$ cat src/hw/logic_bit_pkg.sv
// Package for the logic and bit-operation datapath.
// Assumes a 12-bit instruction word and an 8-bit data path.
package logic_bit_pkg;

    // ------------------------------------------------------------------
    // Widths
    // ------------------------------------------------------------------
    localparam int INSTR_W = 12;
    localparam int DATA_W  = 8;
    localparam int ADDR_W  = 5;

    // ------------------------------------------------------------------
    // Opcode patterns and field positions
    // ------------------------------------------------------------------
    localparam logic [5:0] OPC_AND_FILE  = 6'h05;  // Bits 11:6 = 0001 01
    localparam logic [3:0] OPC_AND_LIT   = 4'hE;   // Bits 11:8 = 1110
    localparam logic [3:0] OPC_BIT_CLEAR = 4'h4;   // Bits 11:8 = 0100
    localparam logic [3:0] OPC_BIT_SET   = 4'h5;   // Bits 11:8 = 0101
    localparam int DEST_BIT   = 5;
    localparam int BITSEL_LSB = 5;
    localparam int BITSEL_W   = 3;
    localparam int OPC_MSB    = 11;  // Top bit of every opcode field
    localparam int OPC6_LSB   = 6;   // Low bit of the six-bit file-AND opcode
    localparam int OPC4_LSB   = 8;   // Low bit of the four-bit opcodes
    localparam int ADDR_LSB   = 0;
    localparam int LIT_LSB    = 0;

    // ------------------------------------------------------------------
    // Reset values
    // ------------------------------------------------------------------
    localparam logic [7:0] ACCUM_RESET = 8'h00;
    localparam logic       ZERO_RESET  = 1'b0;

    // ------------------------------------------------------------------
    // File register write request
    // ------------------------------------------------------------------
    typedef struct packed {
        logic       valid;
        logic [4:0] addr;
        logic [7:0] data;
    } file_write_t;

    // ------------------------------------------------------------------
    // Accumulator load from the core's other instructions
    // ------------------------------------------------------------------
    typedef struct packed {
        logic       valid;
        logic [7:0] data;
    } accum_load_t;

endpackage

$ cat src/hw/logic_and_bit_ops.sv
// Datapath for the AND and bit clear/set instructions of the core.
// Assumes the core presents one instruction and the addressed file
// register value per instruction cycle, marked by execEn, and loads the
// accumulator through accumLd for the instructions handled elsewhere.
//
// What this block does
// [RULE_01] File-AND: accumulator AND file, zero flag, one cycle
// [RULE_02] Destination bit 0 to accumulator, 1 to file
// [RULE_03] Literal-AND: accumulator AND low byte, zero flag
// [RULE_04] Literal-AND always writes accumulator, one cycle
// [RULE_05] Bit clear/set one file bit, flags untouched
`timescale 1ns/100ps

module logic_and_bit_ops
(
    // Clock and reset
    input  wire  logic                          clock,
    input  wire  logic                          nrst,
    // Instruction issue from the core
    input  wire  logic                          execEn,
    input  wire  logic [logic_bit_pkg::INSTR_W-1:0] instr,
    input  wire  logic [logic_bit_pkg::DATA_W-1:0]  fileRdData,
    // Accumulator load for instructions handled elsewhere in the core
    input  wire  logic_bit_pkg::accum_load_t    accumLd,
    // Results
    output logic [logic_bit_pkg::DATA_W-1:0]    accum,
    output logic                                zeroFlag,
    output logic_bit_pkg::file_write_t          fileWr,
    output logic                                opDone
);
    import logic_bit_pkg::*;

    // ------------------------------------------------------------------
    // Decode
    // ------------------------------------------------------------------
    logic       isAndFile;
    logic       isAndLit;
    logic       isBitClr;
    logic       isBitSet;
    logic       isHandled;
    logic [7:0] andFileRes;
    logic [7:0] andLitRes;
    logic [7:0] bitMask;
    logic [7:0] accum_q;
    logic       zero_q;
    file_write_t fileWr_q;
    logic       done_q;

    // Opcode matching and operand results
    assign isAndFile  = execEn && (instr[OPC_MSB:OPC6_LSB] == OPC_AND_FILE);
    assign isAndLit   = execEn && (instr[OPC_MSB:OPC4_LSB] == OPC_AND_LIT);
    assign isBitClr   = execEn && (instr[OPC_MSB:OPC4_LSB] == OPC_BIT_CLEAR);
    assign isBitSet   = execEn && (instr[OPC_MSB:OPC4_LSB] == OPC_BIT_SET);
    assign isHandled  = isAndFile | isAndLit | isBitClr | isBitSet;
    assign andFileRes = accum_q & fileRdData;                 // RULE_01
    assign andLitRes  = accum_q & instr[LIT_LSB +: DATA_W];   // RULE_03
    assign bitMask    = 8'h01 << instr[BITSEL_LSB +: BITSEL_W];

    // ------------------------------------------------------------------
    // Accumulator and zero flag
    // ------------------------------------------------------------------
    // Accumulator written by literal-AND or file-AND with dest 0.
    // A core load only lands in a cycle where no instruction is taken here:
    // one instruction per cycle, so a clash is a core fault and the op wins.
    always_ff @(posedge clock or negedge nrst) begin
        if (!nrst) begin
            accum_q <= ACCUM_RESET;
        end else if (isAndLit) begin
            accum_q <= andLitRes;                              // RULE_04
        end else if (isAndFile && !instr[DEST_BIT]) begin
            accum_q <= andFileRes;                             // RULE_02
        end else if (accumLd.valid && !isHandled) begin
            accum_q <= accumLd.data;
        end
    end

    // Zero flag follows both AND results; bit ops leave it alone
    always_ff @(posedge clock or negedge nrst) begin
        if (!nrst) begin
            zero_q <= ZERO_RESET;
        end else if (isAndLit) begin
            zero_q <= (andLitRes == 8'h00);                    // RULE_03
        end else if (isAndFile) begin
            zero_q <= (andFileRes == 8'h00);                   // RULE_01
        end
    end

    // ------------------------------------------------------------------
    // File register write-back
    // ------------------------------------------------------------------
    // One-cycle write request for file-AND dest 1 and bit ops
    always_ff @(posedge clock or negedge nrst) begin
        if (!nrst) begin
            fileWr_q <= '0;
        end else begin
            fileWr_q.valid <= 1'b0;
            fileWr_q.addr  <= instr[ADDR_LSB +: ADDR_W];
            fileWr_q.data  <= fileRdData;
            if (isAndFile && instr[DEST_BIT]) begin
                fileWr_q.valid <= 1'b1;                        // RULE_02
                fileWr_q.data  <= andFileRes;
            end else if (isBitClr) begin
                fileWr_q.valid <= 1'b1;                        // RULE_05
                fileWr_q.data  <= fileRdData & ~bitMask;
            end else if (isBitSet) begin
                fileWr_q.valid <= 1'b1;                        // RULE_05
                fileWr_q.data  <= fileRdData | bitMask;
            end
        end
    end

    // Completion pulse, one cycle after any handled instruction
    always_ff @(posedge clock or negedge nrst) begin
        if (!nrst) begin
            done_q <= 1'b0;
        end else begin
            done_q <= isHandled;                               // RULE_04
        end
    end

    assign accum    = accum_q;
    assign zeroFlag = zero_q;
    assign fileWr   = fileWr_q;
    assign opDone   = done_q;
endmodule

$ cat config.mk
export PLATFORM = sky130hd
export DESIGN_NAME = logic_and_bit_ops
export DESIGN_NICKNAME = d
export VERILOG_FILES = /design/src/hw/logic_bit_pkg.sv /design/src/hw/logic_and_bit_ops.sv
export SDC_FILE = /design/constraint.sdc
export NUM_CORES = 1
export LEC_CHECK = 0
export BUFFER_PORTS_ARGS = -buffer_cell sky130_fd_sc_hd__buf_2
export CAP_MARGIN = 15
export CELL_PAD_IN_SITES_DETAIL_PLACEMENT = 1
export CELL_PAD_IN_SITES_GLOBAL_PLACEMENT = 1
export CORE_UTILIZATION = 37
export CTS_CLUSTER_SIZE = 25
export DETAILED_ROUTE_END_ITERATION = 10
export PLACE_DENSITY_LB_ADDON = 0.1
export SLEW_MARGIN = 10
export SYNTH_ARGS = -nofsm -noshare
export SYNTH_HDL_FRONTEND = slang
export SYNTH_SLANG_ARGS = --single-unit
$ cat constraint.sdc
create_clock -name clock -period 2.63 [get_ports clock]
set_input_delay 0.263 -clock clock [delete_from_list [all_inputs] [get_ports clock]]
set_output_delay 0.263 -clock clock [all_outputs]
set_load 0.005 [all_outputs]
==> impl_metrics.json, run 1 <==
{
  "run_status": "finished, final reports clean",
  "grt_util_all_layers_pct": 23.0,
  "worstPathArrival_ns": 1.87,
  "yosys-top-cells-area": "sky130_fd_sc_hd__dfrtp_1, sky130_fd_sc_hd__inv_1, sky130_fd_sc_hd__a31oi_1",
  "yosys.area.top_type": "sky130_fd_sc_hd__dfrtp_1",
  "layout.filler_cells": 441,
  "drt_pass1_iterations": 4,
  "cts_htree_levels": 1,
  "initial_core_util_pct": 40.3,
  "worst_path_largest_cell_delay_ns": 0.54,
  "antenna_cells": 0,
  "pleak_uw": 0.000830,
  "power.ir.vdd_worst_v": 0.000271,
  "cell_at_the_root_of_the_clock_tree": "sky130_fd_sc_hd__clkbuf_8",
  "holdWs_ns": 0.119,
  "dieArea_sq_um": 4020,
  "synth_top_area_share_pct": 43.0,
  "final_period_minus_worst_setup_slack_ns": 1.72,
  "grt_setup_unrepaired": "no",
  "total_power_uw": 883,
  "clock_tree.buffer_depth": 2,
  "cts_made_buffers": 3,
  "numClockSinks": 24,
  "synth_cells": 155,
  "grt_antenna_before_repair": 0,
  "fin_setup_tns_ns": 0,
  "worst-path-buf-inv": 1,
  "yosysWarnings": 0,
  "drt_antenna_net_count": 0,
  "cp_slowest_cell": "sky130_fd_sc_hd__nand4bb_1",
  "slew_headroom_pct": 51.6,
  "worst_setup_path_end_kind": "register",
  "placement_rows": 21,
  "routed_via_density": 5.80,
  "first_global_vias": 1468,
  "synth_net_count": 187,
  "tritoncts_clock_tree": "yes",
  "setup_viol_count_final": 0,
  "cap_viol_max_count": 0,
  "power_density_nw_per_um2": 499,
  "worstSetupPathType": "in2reg",
  "crit_family": "compound AO/OA/AOI/OAI gates",
  "detail_route.wirelength_um": 4450,
  "floorplan.core_area_sq_um": 3470,
  "crit_required_ns": 2.78,
  "path_clk_slew_ns": 0.09,
  "path_max_fanout": 10,
  "grt_start_max_net_pins": 25,
  "detailroute.via_count": 1486,
  "timing_max_transition_violations_final": 0,
  "portBuffers": 55,
  "layout.nets": 243,
  "clock_insertion_delay_worst_skew_ns": 0.27,
  "tightestPinTransition_ns": 0.724,
  "detailed_place_hpwl_um": 3300,
  "die-width_um": 63.4,
  "clock-skew-final_ns": 0.00433,
  "ys_seq_elements": 24,
  "design_area_sq_um": 1770,
  "critical_path.cell_chain": "buf_2, nand4bb_1, a22oi_4, o2bb2ai_4, o22ai_1",
  "critical_path.startpoint_type": "input port",
  "globalRoute.totalOverflow": 0,
  "drtIter0Drc": 53,
  "hold_vio_cnt_final": 0,
  "place_congestion": 0.829,
  "ys_seq_area_share_pct": 43.0,
  "final_layout_size_suffix_gt1_share_pct": 31.4,
  "worst_hold_path_type": "in2reg",
  "drcViolationCount": 0,
  "detail_route.wl_per_cell_um": 17.4,
  "grt_first_pass_wirelength_um": 7200,
  "final.period_utilization_pct": 65.4,
  "avgSynthCellArea_sq_um": 9.01,
  "ios": 56,
  "synth.cell_area_sq_um": 1400,
  "worst_r2r_setup_slack_ns": 1.38,
  "maximum_clock_frequency_mhz": 581,
  "synth.lib_cells_used.distinct": 34,
  "area_delta_synth_final_pct": 26.7,
  "fp.dieH_um": 63.4,
  "detailed_place.area_sq_um": 1700
}
==> sequential cells by signal (all words and copies together), names as in the netlist <==
signal    cells
zeroFlag      1
accum         8
opDone        1
fileWr       14
==> cells by family (layout without fill, tap and decap cells) <==
group                  after synthesis  after routing  synth area share (%)
AOI/OAI and AO/OA                   51             51                  24.8
buffers and inverters               26             81                  7.71
muxes                                6              6                  4.30
DFF                                 24             24                  43.0
and+or+nand+nor                     48             48                  20.2
==> routing by layer <==
metal | track usage [%] | routed length, um | vias up
li1 | - | - | 695
met1 | 31.7 | 1980 | 729
met2 | 36.7 | 2160 | 58
met3 | 4.53 | 271 | 4
met4 | 5.97 | 42 | 0
met5 | 0 | 0 | -
==> synth_stat cells <==
| master | instances |
|---|---|
| sky130_fd_sc_hd__dfrtp_1 | 24 |
| sky130_fd_sc_hd__inv_1 | 19 |
| sky130_fd_sc_hd__a21oi_1 | 12 |
| sky130_fd_sc_hd__nor3_1 | 11 |
| sky130_fd_sc_hd__a31oi_1 | 10 |
| sky130_fd_sc_hd__nand2_1 | 10 |
| sky130_fd_sc_hd__o22ai_1 | 10 |
| sky130_fd_sc_hd__nor4_1 | 8 |
| sky130_fd_sc_hd__o21ai_0 | 7 |
| sky130_fd_sc_hd__a22oi_1 | 6 |
| sky130_fd_sc_hd__mux2i_1 | 6 |
| sky130_fd_sc_hd__nand3_1 | 4 |
| sky130_fd_sc_hd__clkbuf_1 | 3 |
| sky130_fd_sc_hd__buf_2 | 2 |
| sky130_fd_sc_hd__nand4_1 | 2 |
| sky130_fd_sc_hd__nor2_1 | 2 |
| sky130_fd_sc_hd__o211ai_1 | 2 |
| sky130_fd_sc_hd__a221oi_1 | 1 |
| sky130_fd_sc_hd__a22o_1 | 1 |
| sky130_fd_sc_hd__a22oi_4 | 1 |
| sky130_fd_sc_hd__and4_1 | 1 |
| sky130_fd_sc_hd__and4bb_2 | 1 |
| sky130_fd_sc_hd__buf_6 | 1 |
| sky130_fd_sc_hd__clkinv_1 | 1 |
| sky130_fd_sc_hd__nand2b_1 | 1 |
| sky130_fd_sc_hd__nand4b_2 | 1 |
| sky130_fd_sc_hd__nand4bb_1 | 1 |
| sky130_fd_sc_hd__nor2_2 | 1 |
| sky130_fd_sc_hd__nor2b_1 | 1 |
| sky130_fd_sc_hd__nor3b_1 | 1 |
| sky130_fd_sc_hd__nor4bb_1 | 1 |
| sky130_fd_sc_hd__o2bb2ai_4 | 1 |
| sky130_fd_sc_hd__or2_2 | 1 |
| sky130_fd_sc_hd__or3b_1 | 1 |
==> cell usage in the layout (no fill, tap or decap), types with 2 or more instances in the layout <==
| cell | synthesis | routed |
|---|---|---|
| sky130_fd_sc_hd__nand3_1 | 4 | 4 |
| sky130_fd_sc_hd__inv_1 | 19 | 19 |
| sky130_fd_sc_hd__dfrtp_1 | 24 | 24 |
| sky130_fd_sc_hd__a22oi_1 | 6 | 6 |
| sky130_fd_sc_hd__buf_2 | 2 | 55 |
| sky130_fd_sc_hd__nor3_1 | 11 | 11 |
| sky130_fd_sc_hd__nor4_1 | 8 | 8 |
| sky130_fd_sc_hd__o211ai_1 | 2 | 2 |
| sky130_fd_sc_hd__clkbuf_8 | 0 | 4 |
| sky130_fd_sc_hd__o22ai_1 | 10 | 10 |
| sky130_fd_sc_hd__nand2_1 | 10 | 10 |
| sky130_fd_sc_hd__a31oi_1 | 10 | 10 |
| sky130_fd_sc_hd__nand4_1 | 2 | 2 |
| sky130_fd_sc_hd__mux2i_1 | 6 | 6 |
| sky130_fd_sc_hd__nor2_1 | 2 | 2 |
| sky130_fd_sc_hd__o21ai_0 | 7 | 7 |
| sky130_fd_sc_hd__a21oi_1 | 12 | 12 |
==> through the flow <==
step	worst slack [ns]	util [%]	std cells
detailed placement	0.637	49.1	251
finish	0.910	51.0	256
CTS	0.926	51.0	256
floorplan	1.14	-	155
global route	0.819	51.0	256
global placement	0.726	49.1	251
==> worst register-to-register path, cell delays in order, from the launching register on <==
cell and delay (ns):
sky130_fd_sc_hd__dfrtp_1 0.46, sky130_fd_sc_hd__a22o_1 0.26, sky130_fd_sc_hd__a221oi_1 0.22, sky130_fd_sc_hd__a31oi_1 0.12
sky130_fd_sc_hd__a21oi_1 0.13
==> power by group <==
part	internal [uW]	switching, uW
Sequential	400	29.5
Clock	134	125
Combinational	86.0	108
Total	620	262
==> timing repair <==
item / 4_1_cts / 5_1_grt
endpoints found under the hold margin: 24 / 0
hold buffers: 1 / 0
resized for setup: 0 / 0
buffers inserted: 0 / 0
setup endpoints to repair: 0 / 0
==> worst paths after layout <==
kind | startpoint | to | depth (start not counted)
worst max-delay path | instr[7] | accum[6]$_DFFE_PN0P_ | 5
worst min-delay path | instr[4] | fileWr[12]$_DFF_PN0_ | 1
worst max register to register | accum[7]$_DFFE_PN0P_ | zeroFlag$_DFFE_PN0P_ | 4
worst min register to register | zeroFlag$_DFFE_PN0P_ | zeroFlag$_DFFE_PN0P_ | 2
max in group asynchronous | nrst | fileWr[1]$_DFF_PN0_ | 2
min in group asynchronous | nrst | fileWr[10]$_DFF_PN0_ | 2
==> final cells by class <==
class	count	area, sq um	area share, %
Multi-Input combinational cell	105	688	38.9
Inverter	20	75.1	4.24
Clock buffer	4	55.1	3.11
Sequential cell	24	601	33.9
Timing Repair Buffer	57	293	16.5
Tap cell	46	57.6	3.25
Note: power is estimated with default switching activity, not from simulation.
==> inputs of run 2 (changes only) <==
--- a/config.mk
+++ b/config.mk
@@ -9,7 +9,7 @@
 export CAP_MARGIN = 15
 export CELL_PAD_IN_SITES_DETAIL_PLACEMENT = 1
 export CELL_PAD_IN_SITES_GLOBAL_PLACEMENT = 1
-export CORE_UTILIZATION = 37
+export CORE_UTILIZATION = 31
 export CTS_CLUSTER_SIZE = 25
 export DETAILED_ROUTE_END_ITERATION = 10
 export PLACE_DENSITY_LB_ADDON = 0.1
==> constraint.sdc (replaced) <==
create_clock -name clock -period 1.5 [get_ports clock]
set_input_delay 0.15 -clock clock [delete_from_list [all_inputs] [get_ports clock]]
set_output_delay 0.15 -clock clock [all_outputs]
set_load 0.005 [all_outputs]
==> impl_metrics.json, run 2 (synthesis gave the netlist of run 1 again) <==
{
  "most_common_library_cell_in_the_layout_ignoring_fill_and_taps": "sky130_fd_sc_hd__buf_2",
  "fp.dieH_um": 69.1,
  "cts_htree_levels": 1,
  "drtIter0Drc": 73,
  "max_reg_flops": 14,
  "path_clk_slew_ns": 0.09,
  "routed_via_density": 5.49,
  "clock-skew-final_ns": 0.00277,
  "numClockSinks": 24,
  "grt_util_all_layers_pct": 21.2,
  "fin_setup_tns_ns": 0,
  "grt_first_pass_wirelength_um": 8050,
  "detail_route.wirelength_um": 4760,
  "detailroute.via_count": 1505,
  "final-seq-area_sq_um": 601,
  "path_max_fanout": 8,
  "tightestPinTransition_ns": 0.576,
  "power.ir.vdd_worst_v": 0.000334,
  "grt_start_max_net_pins": 25,
  "post_cts_resized": 0,
  "drt_antenna_net_count": 0,
  "first_global_vias": 1607,
  "run_status": "finished, final reports clean",
  "die-width_um": 69.1,
  "worst_hold_path_type": "in2reg",
  "area_delta_synth_final_pct": 33.2,
  "clock_insertion_delay_worst_skew_ns": 0.26,
  "globalRoute.totalOverflow": 0,
  "grt_setup_unrepaired": "no",
  "placement_rows": 24,
  "layout_common_cells": "sky130_fd_sc_hd__buf_2, sky130_fd_sc_hd__dfrtp_1, sky130_fd_sc_hd__inv_1, sky130_fd_sc_hd__buf_4, sky130_fd_sc_hd__a21oi_1",
  "worstPathArrival_ns": 1.53,
  "hold_vio_cnt_final": 0,
  "setup_viol_count_final": 0,
  "layout.nets": 256,
  "slew_headroom_pct": 61.6,
  "cap_viol_max_count": 0,
  "antenna_cells": 0,
  "cts_hold_repair.buffers": 1,
  "power_density_nw_per_um2": 811,
  "cts_made_buffers": 3,
  "cts.repair_timing.setup_buffer_count": 0,
  "drt_pass1_iterations": 4,
  "ios": 56,
  "timing_max_transition_violations_final": 0,
  "dieArea_sq_um": 4780,
  "detailed_place.area_sq_um": 1810,
  "tritoncts_clock_tree": "yes",
  "detailed_place_hpwl_um": 3730,
  "layout.filler_cells": 536,
  "clock_tree.buffer_depth": 2,
  "floorplan.core_area_sq_um": 4350,
  "worst_setup_path_end_kind": "register",
  "final.period_utilization_pct": 89.9,
  "worstSetupPathType": "in2reg",
  "place_congestion": 0.801,
  "final_period_minus_worst_setup_slack_ns": 1.35,
  "initial_core_util_pct": 32.1,
  "design_area_sq_um": 1860,
  "cell_at_the_root_of_the_clock_tree": "sky130_fd_sc_hd__clkbuf_8",
  "drcViolationCount": 0,
  "final_layout_size_suffix_gt1_share_pct": 35.1,
  "multi_input_area_sq_um": 688,
  "holdWs_ns": 0.0175,
  "critical_path.startpoint_type": "input port",
  "grt_antenna_before_repair": 0,
  "maximum_clock_frequency_mhz": 741,
  "detail_route.wl_per_cell_um": 17.4,
  "crit_required_ns": 1.68,
  "total_power_uw": 1510,
  "portBuffers": 55,
  "pleak_uw": 0.000884
}
[run 2: changes by cell type in the layout (fill, tap and decap cells not counted), sizes merged]
cell,previous run,this run
buf,56,69
clkbuf,4,3
[run 2: cell type report]
type / count / area share, %
tap: 52 / 3.50
timing repair buffer: 70 / 21.0
inverter: 20 / 4.03
sequential: 24 / 32.3
multi-input combinational: 105 / 37.0
clock buffer: 3 / 2.22
[run 2: per-layer routing]
metal  vias to the layer above  track usage [%]  share of wire (%)
li1                        715                -                  -
met1                       743             27.9                 46
met2                        45             36.5                 49
met3                         2             3.07                4.5
met4                         0             4.76               0.40
met5                         -                0                  0
[run 2: final timing paths]
kind / start / cells past startpoint / slack, ns / endpoint
worst max register to register: accum[0]$_DFFE_PN0P_ / 4 / 0.20 / zeroFlag$_DFFE_PN0P_
worst max-delay path: instr[9] / 7 / 0.15 / fileWr[6]$_DFF_PN0_
min in group asynchronous: nrst / 2 / 0.41 / fileWr[7]$_DFF_PN0_
worst min register to register: zeroFlag$_DFFE_PN0P_ / 2 / 0.61 / zeroFlag$_DFFE_PN0P_
max in group asynchronous: nrst / 2 / 0.71 / accum[5]$_DFFE_PN0P_
worst min-delay path: instr[3] / 1 / 0.02 / fileWr[11]$_DFF_PN0_
[run 2: through the flow]
stage / setup slack, ns / utilization [%] / instances
6_report: 0.151 / 42.7 / 274
4_1_cts: 0.180 / 42.7 / 274
3_3_place_gp: 0.0102 / 41.6 / 270
5_1_grt: 0.0950 / 42.7 / 274
3_5_place_dp: -0.0775 / 41.6 / 270
2_1_floorplan: 0.121 / - / 155
[run 2: power breakdown]
group / total, uW / leakage (uW) / internal [uW] / switching (uW)
combinational: 361 / 0.000576 / 170 / 191
clock: 388 / 0.0000216 / 180 / 208
sequential: 760 / 0.000287 / 701 / 58.3
[run 2: worst max-delay path, stage by stage]
cell	delay (ns)
sky130_fd_sc_hd__buf_2	0.11
sky130_fd_sc_hd__buf_4	0.13
sky130_fd_sc_hd__nor4bb_1	0.35
sky130_fd_sc_hd__buf_4	0.22
sky130_fd_sc_hd__nand2_1	0.09
sky130_fd_sc_hd__nor3_1	0.22
sky130_fd_sc_hd__mux2i_1	0.26
